### src/verilog/phy_port_pkg.sv
/*
  Constants for the transceiver port control register slice: register
  offsets, field positions and reset values.
  Assumes a byte-addressed plain register port with 16-bit data.
*/
`default_nettype none

package phy_port_pkg;

  // ----------------------------------------
  // Bus widths
  // ----------------------------------------
  localparam int ADDR_W = 8;
  localparam int DATA_W = 16;

  // ----------------------------------------
  // Register offsets
  // ----------------------------------------
  localparam logic [7:0] PORT_CTRL_OFS = 8'h00;
  localparam logic [7:0] BASIC_CTRL_OFS = 8'h04;
  localparam logic [7:0] LINK_STATUS_OFS = 8'h08;

  // ----------------------------------------
  // Port control fields
  // ----------------------------------------
  localparam int PC_MDIX_OFF = 10;
  localparam int PC_FORCE_MDIX = 9;
  localparam int PC_NEG_EN = 7;
  localparam int PC_SPEED = 6;
  localparam int PC_DUPLEX = 5;
  localparam int PC_PAUSE = 4;

  // ----------------------------------------
  // Basic control fields (mirrors)
  // ----------------------------------------
  localparam int BC_MDIX_OFF = 3;
  localparam int BC_FORCE_MDIX = 4;
  localparam int BC_NEG_EN = 12;
  localparam int BC_SPEED = 13;
  localparam int BC_DUPLEX = 8;

  // ----------------------------------------
  // Link status fields
  // ----------------------------------------
  localparam int LS_DONE = 0;
  localparam int LS_FAILED = 1;
  localparam int LS_SPEED = 2;
  localparam int LS_DUPLEX = 3;

  // ----------------------------------------
  // Reset values
  // ----------------------------------------
  localparam logic RST_MDIX_OFF = 1'h0;
  localparam logic RST_FORCE_MDIX = 1'h0;
  localparam logic RST_NEG_EN = 1'h1;
  localparam logic RST_SPEED = 1'h1;
  localparam logic RST_DUPLEX = 1'h1;
  localparam logic RST_PAUSE = 1'h1;

  // ----------------------------------------
  // Synchroniser
  // ----------------------------------------
  localparam int SYNC_W = 4;

endpackage

`default_nettype wire

### src/verilog/pin_sync.sv
/*
  Three-stage synchroniser for transceiver status pins. The output
  changes only when the second and third stages agree.
  Assumes inputs are asynchronous to clk.
*/
`default_nettype none

module pin_sync #(
  parameter int W = 4
) (
  // Clock and reset
  input wire logic clk,
  input wire logic rst,
  // Pins
  input wire logic [W-1:0] pinIn,
  // Filtered level
  output logic [W-1:0] pinOut
);

  logic [W-1:0] s1_reg;
  logic [W-1:0] s2_reg;
  logic [W-1:0] s3_reg;
  logic [W-1:0] out_reg;
  logic [W-1:0] out_next;

  always_comb begin
    out_next = out_reg;
    for (int i = 0; i < W; i++) begin
      if (s2_reg[i] == s3_reg[i]) begin
        out_next[i] = s3_reg[i];
      end
    end
  end

  always_ff @(posedge clk) begin
    if (rst) begin
      s1_reg <= '0;
      s2_reg <= '0;
      s3_reg <= '0;
      out_reg <= '0;
    end else begin
      s1_reg <= pinIn;
      s2_reg <= s1_reg;
      s3_reg <= s2_reg;
      out_reg <= out_next;
    end
  end

  assign pinOut = out_reg;

endmodule // pin_sync

`default_nettype wire

### src/verilog/phy_port_control_bits.sv
/*
  Port control register slice for the integrated transceiver: crossover,
  negotiation enable, forced speed/duplex and pause advertisement, with
  mirror bits in the basic control register and a link status register.
  Assumes a plain register port on clk and negotiation status pins
  asynchronous to clk.
*/
// Decided for this implementation: the register addresses and the strobed register port.
`default_nettype none

module phy_port_control_bits
  import phy_port_pkg::*;
(
  // Clock and reset
  input wire logic clk,
  input wire logic rst,
  // Register port
  input wire logic [phy_port_pkg::ADDR_W-1:0] addr,
  input wire logic [phy_port_pkg::DATA_W-1:0] wdata,
  input wire logic we,
  input wire logic re,
  output logic [phy_port_pkg::DATA_W-1:0] rdata,
  // Negotiation status pins
  input wire logic negDone,
  input wire logic negFailed,
  input wire logic negSpeed100,
  input wire logic negFullDuplex,
  // Transceiver controls
  output logic autoMdixOff,
  output logic forceMdix,
  output logic negEnable,
  output logic advertisePause,
  output logic linkSpeed100,
  output logic linkFullDuplex
);

  import phy_port_pkg::*;

  // ----------------------------------------
  // Status synchroniser
  // ----------------------------------------
  logic [SYNC_W-1:0] stat;
  logic doneS;
  logic failS;
  logic spdS;
  logic dupS;

  pin_sync #(.W(SYNC_W)) u_sync (
    .clk(clk),
    .rst(rst),
    .pinIn({negFullDuplex, negSpeed100, negFailed, negDone}),
    .pinOut(stat)
  );

  assign doneS = stat[0];
  assign failS = stat[1];
  assign spdS = stat[2];
  assign dupS = stat[3];

  // ----------------------------------------
  // Control bits
  // ----------------------------------------
  logic mdixOff_reg, mdixOff_next;
  logic fMdix_reg, fMdix_next;
  logic negEn_reg, negEn_next;
  logic fSpeed_reg, fSpeed_next;
  logic fDuplex_reg, fDuplex_next;
  logic pause_reg, pause_next;
  logic portWr;
  logic basicWr;

  assign portWr = we && (addr == PORT_CTRL_OFS);
  assign basicWr = we && (addr == BASIC_CTRL_OFS);

  always_comb begin
    mdixOff_next = mdixOff_reg;
    fMdix_next = fMdix_reg;
    negEn_next = negEn_reg;
    fSpeed_next = fSpeed_reg;
    fDuplex_next = fDuplex_reg;
    pause_next = pause_reg;
    if (portWr) begin
      mdixOff_next = wdata[PC_MDIX_OFF];
      fMdix_next = wdata[PC_FORCE_MDIX];
      negEn_next = wdata[PC_NEG_EN];
      fSpeed_next = wdata[PC_SPEED];
      fDuplex_next = wdata[PC_DUPLEX];
      pause_next = wdata[PC_PAUSE];
    end else if (basicWr) begin
      mdixOff_next = wdata[BC_MDIX_OFF];
      fMdix_next = wdata[BC_FORCE_MDIX];
      negEn_next = wdata[BC_NEG_EN];
      fSpeed_next = wdata[BC_SPEED];
      fDuplex_next = wdata[BC_DUPLEX];
    end
  end

  always_ff @(posedge clk) begin
    if (rst) begin
      mdixOff_reg <= RST_MDIX_OFF;
      fMdix_reg <= RST_FORCE_MDIX;
      negEn_reg <= RST_NEG_EN;
      fSpeed_reg <= RST_SPEED;
      fDuplex_reg <= RST_DUPLEX;
      pause_reg <= RST_PAUSE;
    end else begin
      mdixOff_reg <= mdixOff_next;
      fMdix_reg <= fMdix_next;
      negEn_reg <= negEn_next;
      fSpeed_reg <= fSpeed_next;
      fDuplex_reg <= fDuplex_next;
      pause_reg <= pause_next;
    end
  end

  assign autoMdixOff = mdixOff_reg;
  assign forceMdix = fMdix_reg;
  assign negEnable = negEn_reg;
  assign advertisePause = pause_reg;

  // ----------------------------------------
  // Link mode resolution
  // ----------------------------------------
  logic spd_reg, spd_next;
  logic dup_reg, dup_next;

  always_comb begin
    spd_next = fSpeed_reg;
    dup_next = fDuplex_reg;
    if (negEn_reg && doneS && !failS) begin
      spd_next = spdS;
      dup_next = dupS;
    end
  end

  always_ff @(posedge clk) begin
    if (rst) begin
      spd_reg <= RST_SPEED;
      dup_reg <= RST_DUPLEX;
    end else begin
      spd_reg <= spd_next;
      dup_reg <= dup_next;
    end
  end

  assign linkSpeed100 = spd_reg;
  assign linkFullDuplex = dup_reg;

  // ----------------------------------------
  // Read path
  // ----------------------------------------
  logic [DATA_W-1:0] rd_reg, rd_next;

  function automatic logic [DATA_W-1:0] readMux(
    input logic [ADDR_W-1:0] a
  );
    logic [DATA_W-1:0] v;
    v = '0;
    case (a)
      PORT_CTRL_OFS: begin
        v[PC_MDIX_OFF] = mdixOff_reg;
        v[PC_FORCE_MDIX] = fMdix_reg;
        v[PC_NEG_EN] = negEn_reg;
        v[PC_SPEED] = fSpeed_reg;
        v[PC_DUPLEX] = fDuplex_reg;
        v[PC_PAUSE] = pause_reg;
      end
      BASIC_CTRL_OFS: begin
        v[BC_MDIX_OFF] = mdixOff_reg;
        v[BC_FORCE_MDIX] = fMdix_reg;
        v[BC_NEG_EN] = negEn_reg;
        v[BC_SPEED] = fSpeed_reg;
        v[BC_DUPLEX] = fDuplex_reg;
      end
      LINK_STATUS_OFS: begin
        v[LS_DONE] = doneS;
        v[LS_FAILED] = failS;
        v[LS_SPEED] = spd_reg;
        v[LS_DUPLEX] = dup_reg;
      end
      default: begin
        v = '0;
      end
    endcase
    return v;
  endfunction

  always_comb begin
    rd_next = '0;
    if (re) begin
      rd_next = readMux(addr);
    end
  end

  always_ff @(posedge clk) begin
    if (rst) begin
      rd_reg <= '0;
    end else begin
      rd_reg <= rd_next;
    end
  end

  assign rdata = rd_reg;

  // ----------------------------------------
  // Checks
  // ----------------------------------------
  logic lastBasicMdix_reg, lastBasicMdix_next;

  always_comb begin
    lastBasicMdix_next = lastBasicMdix_reg;
    if (basicWr) begin
      lastBasicMdix_next = wdata[BC_MDIX_OFF];
    end
  end

  always_ff @(posedge clk) begin
    if (rst) begin
      lastBasicMdix_reg <= 1'h0;
    end else begin
      lastBasicMdix_reg <= lastBasicMdix_next;
    end
  end
endmodule // phy_port_control_bits

`default_nettype wire

### config.mk
export PLATFORM = sky130hd
export DESIGN_NAME = phy_port_control_bits
export DESIGN_NICKNAME = d
export VERILOG_FILES = /design/src/verilog/phy_port_pkg.sv /design/src/verilog/pin_sync.sv /design/src/verilog/phy_port_control_bits.sv
export SDC_FILE = /design/constraint.sdc
export NUM_CORES = 1
export LEC_CHECK = 0
export ABC_CLOCK_PERIOD_IN_PS = 3700
export BUFFER_PORTS_ARGS = -buffer_cell sky130_fd_sc_hd__buf_2
export CAP_MARGIN = 25
export CORE_ASPECT_RATIO = 0.5
export CORE_MARGIN = 4
export CORE_UTILIZATION = 40
export CTS_CLUSTER_SIZE = 25
export DETAILED_ROUTE_END_ITERATION = 8
export MAX_ROUTING_LAYER = met4
export PLACE_DENSITY_LB_ADDON = 0.2
export RECOVER_POWER = 100
export SYNTH_ARGS = -nofsm -noshare
export SYNTH_HDL_FRONTEND = slang
export SYNTH_HIERARCHICAL = 1
export SYNTH_SLANG_ARGS = --single-unit
### constraint.sdc
create_clock -name clk -period 3.7 [get_ports clk]
set_clock_uncertainty 0.2 [all_clocks]
set_input_delay 0.555 -clock clk [delete_from_list [all_inputs] [get_ports clk]]
set_output_delay 0.555 -clock clk [all_outputs]
set_load 0.01 [all_outputs]
==> metrics, run 1 <==
Port Buffers=44; hold_sp=u_sync/s1_reg[0]; via count=982; Tcrit/Tclk final=63.50%; Cells after Synth=122; sequential share of the synthesized area=55.17%; r2r setup slk=2.57 ns; share of cells above drive strength 1=25.44%; leakage=0.6637 nW; RR Endpoint=linkSpeed100; # rows=14; Setup crit start=rst; Synth area leaders=dfxtp_1, mux2i_1, nor3b_2; relative max-transition margin=31.14%; Cells after DPL=201; setup TNS=0 ns; CTS tree=built; CTS Root Cell=clkbuf_8; largest area contributor in the netlist=dfxtp_1; Ys Warns=6; post-DP HPWL=1800 um; Initial Util=43.30%; Clock Path Buffers=2; GRT Util Overall=12.65%; Ports=54; DIE WIDTH=89.93 um; # diodes=0; DR vias/cell=4.699; Pwr per Cell Area=485.9 nW/um^2; worst path required time=3.70 ns; Final min period=2.349 ns; crit start category=input port; Hold Violations, Final=0; total grt overflow=0; die height=48.97 um; hold endpoint=u_sync/s2_reg[0]; RSZ-0062 raised after global routing=no; vias in the first global route=970; Setup violations, final=0; CTS clk-pin slew, worst paths=0.07 ns; DRT Wirelength=2526 um; flops & latches, synth=37; Core ar.=3100 um^2; Hold Crit Class=flip-flop to flip-flop; largest net degree at the start of global routing=26; status=completed; Pins Over Slew Limit=0; final cell count without fillers=209; maximum fanout along the worst path=25; Hold Worst Slack=0.2410 ns; Distinct cells, synth=32; hold depth=1; Fmax achieved=425.6 MHz; Syn Std Cell Area=1343 um^2; Largest register FFs=13; Skew-Pair Late Insertion Delay=0.28 ns; initial antenna violation count=0; share of the synthesized area in the top cell type=55.17%; antenna viol nets, final=0; crit path kind=input port to flip-flop; DRC marker count from the first detailed-route iteration=14; hold_buf cts=0; pre-CTS setup slack=1.286 ns; CP Capture Type=flip-flop; gp weighted congestion=0.7040; Clock Sinks=37; final net count=200; CTS buffer count=5; Die ar.=4403 um^2; first-pass GRT wire length=4271 um; worst r2r src=u_sync/pinOut[1]; Wirelength per Cell=12.09 um; PostCTS Resize Cnt=0; Peak VDD IR=0.0001792 V; final core utilization=52.87%; post-route DRC violation count=0; drt pass-1 iters=4; H-tree levels=2; setup repair bufs after CTS=0; worst slew pin tran=1.033 ns; WP data arrival=2.35 ns; Post-Synthesis Mean Instance Area=11.00 um^2; Maximum Capacitance Violations=0; Worst Slack Setup Final=1.351 ns; cells on worst reg2reg path=3; Area Growth Syn to Fin=22.09%
cell usage in the layout (no fill, tap or decap), drive strengths merged:
cell     n
conb     3
nor2b    6
nor3     3
nor4b    2
or3      1
a311oi   2
bufinv   1
a41oi    1
a211o    3
or4b     2
nand2    9
clkbuf  28
nand3    1
o31ai    1
dfxtp   37
o21ai    4
mux2i    8
a211oi   1
nor3b    5
nor4     1
a21oi    6
buf     25
nor2     4
nand3b   2
nand2b   2
and2     3
or4      1
inv      1
and2b    6
stage by stage:
step                      power, mW  instance area [um^2]
final                        0.7965                  1639
after global routing         0.8271                  1639
after CTS                    0.8084                  1690
after detailed placement     0.4560                  1574
after global placement       0.4551                  1574
after floorplan              0.4406                  1350
synth_stat cells:
cell,number
or4_1,1
nor3_1,3
and2_1,3
a211oi_1,1
buf_4,3
inv_1,1
nand2_1,9
a21oi_1,6
nor2b_1,2
nor4b_1,2
nand2b_1,2
buf_2,1
a311oi_1,2
dfxtp_1,37
nor2_1,4
or4b_1,1
or3_1,1
nor4_1,1
conb_1,1
and2b_2,6
mux2i_1,8
buf_6,2
nor2b_2,4
o21ai_0,4
a211o_1,3
clkbuf_1,3
o31ai_1,1
nand3b_1,2
a41oi_1,1
nand3_1,1
or4b_2,1
nor3b_2,5
worst max path at each step:
stage,endpoint,cells past startpoint,slack [ns]
2_1_floorplan,rdata[10],5,1.59
3_3_place_gp,rdata[6],4,1.31
3_5_place_dp,rdata[9],4,1.29
4_1_cts,rdata[9],4,1.58
5_1_grt,rdata[7],4,1.13
6_report,rdata[9],4,1.35
where the power goes:
group	leakage, nW	switching, mW	total [mW]	internal, mW
clock	0.0585	0.131	0.350	0.220
sequential	0.300	0.00210	0.406	0.404
combinational	0.305	0.0196	0.0399	0.0204
cells by family after synthesis:
group / after synthesis / share of synthesized area (%)
multiplexers: 8 / 5.965
buffers and inverters: 10 / 4.845
flip-flops: 37 / 55.17
AND/OR/NAND/NOR: 48 / 24.98
other: 1 / 0.2793
AO/OA/AOI/OAI: 18 / 8.762
per-layer routing:
| metal | track usage, % | wire length (um) | share of wire (%) | up-vias |
|---|---|---|---|---|
| met5 | - | 0 | 0 | - |
| met4 | 5.330 | 21 | 0.83 | 0 |
| met3 | 5.701 | 194 | 7.7 | 2 |
| met2 | 22.26 | 1201 | 48 | 32 |
| met1 | 12.32 | 1108 | 44 | 438 |
| li1 | - | - | - | 510 |
final cells by class:
type                       instances  area (um^2)
tap                               40        50.05
timing repair buffer              46        209.0
fill                             300         1461
sequential                        37        740.7
multi-input combinational         77        519.2
inverter                           1        3.754
clock buffer                       7        86.33
clock inverter                     1        30.03
critical path: stages:
cell	delay, ns
clkbuf_1	0.40
or4b_1	0.67
or3_1	0.49
nor3b_1	0.23
Note: power is estimated with default switching activity, not from simulation.
==> inputs of run 2 (changes only) <==
- ABC_CLOCK_PERIOD_IN_PS: 3700 -> 2050
- clock period: 3.7 -> 2.05 ns (I/O delays scaled with it)
==> run 2 against run 1 <==
  * Routed wire length shrank 2.7%
  * Core utilization rose by 0.52 points
  * Combinational power up 85%
  * Critical path depth unchanged
  * Largest power group unchanged
  * Highest routed layer unchanged
==> metrics, run 2 (same netlist as run 1, synthesis figures left out) <==
Largest register FFs=13 (unchanged); Layout fillers=306 (+2.0%); Skew-Pair Late Insertion Delay=0.28 ns (about the same); total design power=1.440 mW (+81%); GR Util met2=19.15% (-3.1 points); Pwr per Cell Area=869.6 nW/um^2 (+79%); # diodes=0 (unchanged); Area Growth Syn to Fin=23.30%; antenna viol nets, final=0 (unchanged); worst slew pin tran=0.9996 ns (-0.03328 ns); Hold Crit Class=input port to flip-flop; post-route DRC violation count=0 (unchanged); CP Capture Type=flip-flop; most frequent cells in the layout=dfxtp_1, buf_2, clkbuf_1, nand2_1, mux2i_1; # rows=14 (unchanged); hold_buf cts=0 (unchanged); Maximum Capacitance Violations=0 (unchanged); Sw Ratio=19.22% (+0.057 points); Wirelength per Cell=11.60 um (-4.0%); setup TNS=0 ns (unchanged); drt pass-1 iters=4 (unchanged); die height=48.97 um (unchanged); gp weighted congestion=0.8303 (+18%); CTS Root Cell=clkbuf_8; Clock Sinks=37 (unchanged); PostCTS Resize Cnt=0 (unchanged); worst path required time=2.05 ns (-1.65 ns); Port Buffers=44 (unchanged); met1 GRT Util=12.89% (+0.56 points); CTS buffer count=5 (unchanged); Initial Util=43.30% (unchanged); WP data arrival=1.76 ns (-0.59 ns); via count=996 (+1.4%); relative max-transition margin=33.36% (+2.2 points); CTS tree=built; Hold Violations, Final=0 (unchanged); CTS clk-pin slew, worst paths=0.07 ns (about the same); cell area after layout=1655 um^2 (+0.99%); leakage=0.6773 nW (+2.1%); DIE WIDTH=89.93 um (unchanged); maximum fanout along the worst path=9 (-64%); met3 usage=5.855% (+0.15 points); first-pass GRT wire length=4071 um (-4.7%); most common cell after layout, fill and taps aside=dfxtp_1; RSZ-0062 raised after global routing=no; Ports=54 (unchanged); status=completed; Final min period=1.763 ns; post-DP HPWL=1833 um (+1.8%); share of cells above drive strength 1=26.16% (+0.72 points); internal power=1.163 mW (+81%); clock share of power=44.0% (about the same); Top Usage Layer GRT=met2; crit path kind=input port to flip-flop; final core utilization=53.39% (+0.52 points); DP Area=1597 um^2 (+1.4%); DRT Wirelength=2459 um (-2.7%); DRC marker count from the first detailed-route iteration=17 (+3); Peak VDD IR=0.0003302 V (+84%); sequential share of power=50.9% (about the same); initial antenna violation count=0 (unchanged); Die ar.=4403 um^2 (unchanged); setup repair bufs after CTS=0 (unchanged); GRT Util Overall=12.13% (-0.51 points); Hold Worst Slack=0.03349 ns (-0.2076 ns); H-tree levels=2 (unchanged); Fmax achieved=567.3 MHz; Logic pwr share=5.1% (about the same); Tcrit/Tclk final=85.98%; Core ar.=3100 um^2 (unchanged); Clock Path Buffers=2 (unchanged); switching power=0.2766 mW (+81%); Pins Over Slew Limit=0 (unchanged); crit start category=input port; vias in the first global route=933 (-3.8%); largest net degree at the start of global routing=25 (-3.8%); total grt overflow=0 (unchanged); DR vias/cell=4.698 (about the same); final net count=203 (+1.5%); Setup violations, final=0 (unchanged)
-- run 2: cell types whose count changed in the layout (fill, tap and decap cells not counted) --
cell      change
buf_2         +1
and2_0        -3
and2_1        +3
buf_4         +1
clkbuf_1      +1
-- run 2: metrics by stage --
stage,setup slack [ns],std cells
CTS,0.2618,212
detailed placement,-0.04014,204
global route,0.1827,212
floorplan,0.1898,124
global placement,-0.009145,204
finish,0.2874,212
-- run 2: area by class of cell --
| cell class | instances | area, um^2 | area share, % |
|---|---|---|---|
| sequential | 37 | 740.7 | 44.75 |
| clock inverter | 1 | 30.03 | 1.814 |
| tap | 40 | 50.05 | 3.023 |
| clock buffer | 7 | 86.33 | 5.215 |
| timing repair buffer | 49 | 225.2 | 13.61 |
| inverter | 1 | 3.754 | 0.2268 |
| multi-input combinational | 77 | 519.2 | 31.37 |
-- run 2: per-layer routing --
| metal | up-vias | routed length [um] |
|---|---|---|
| met4 | 0 | 21 |
| met3 | 2 | 192 |
| li1 | 520 | - |
| met2 | 28 | 1074 |
| met1 | 446 | 1170 |
| met5 | - | 0 |
-- run 2: worst max-delay path, stage by stage --
cell and delay (ns):
buf_2 0.10, or4_1 0.59, or3_1 0.53, nor3b_1 0.23
-- run 2: final timing paths --
path               startpoint          endpoint  slack [ns]  cells past startpoint
max                   addr[1]          rdata[6]        0.29                      4
min               negSpeed100  u_sync/s1_reg[2]        0.03                      2
max reg2reg         negEnable      linkSpeed100        0.95                      3
min reg2reg  u_sync/s1_reg[0]  u_sync/s2_reg[0]        0.24                      1
-- run 2: power by group through the flow --
stage | sequential [mW] | combinational [mW] | clock [mW]
finish | 0.733 | 0.0737 | 0.633
CTS | 0.732 | 0.0769 | 0.653
global route | 0.734 | 0.0837 | 0.681
floorplan | 0.749 | 0.0467 | 0
global placement | 0.749 | 0.0753 | 0
detailed placement | 0.749 | 0.0765 | 0
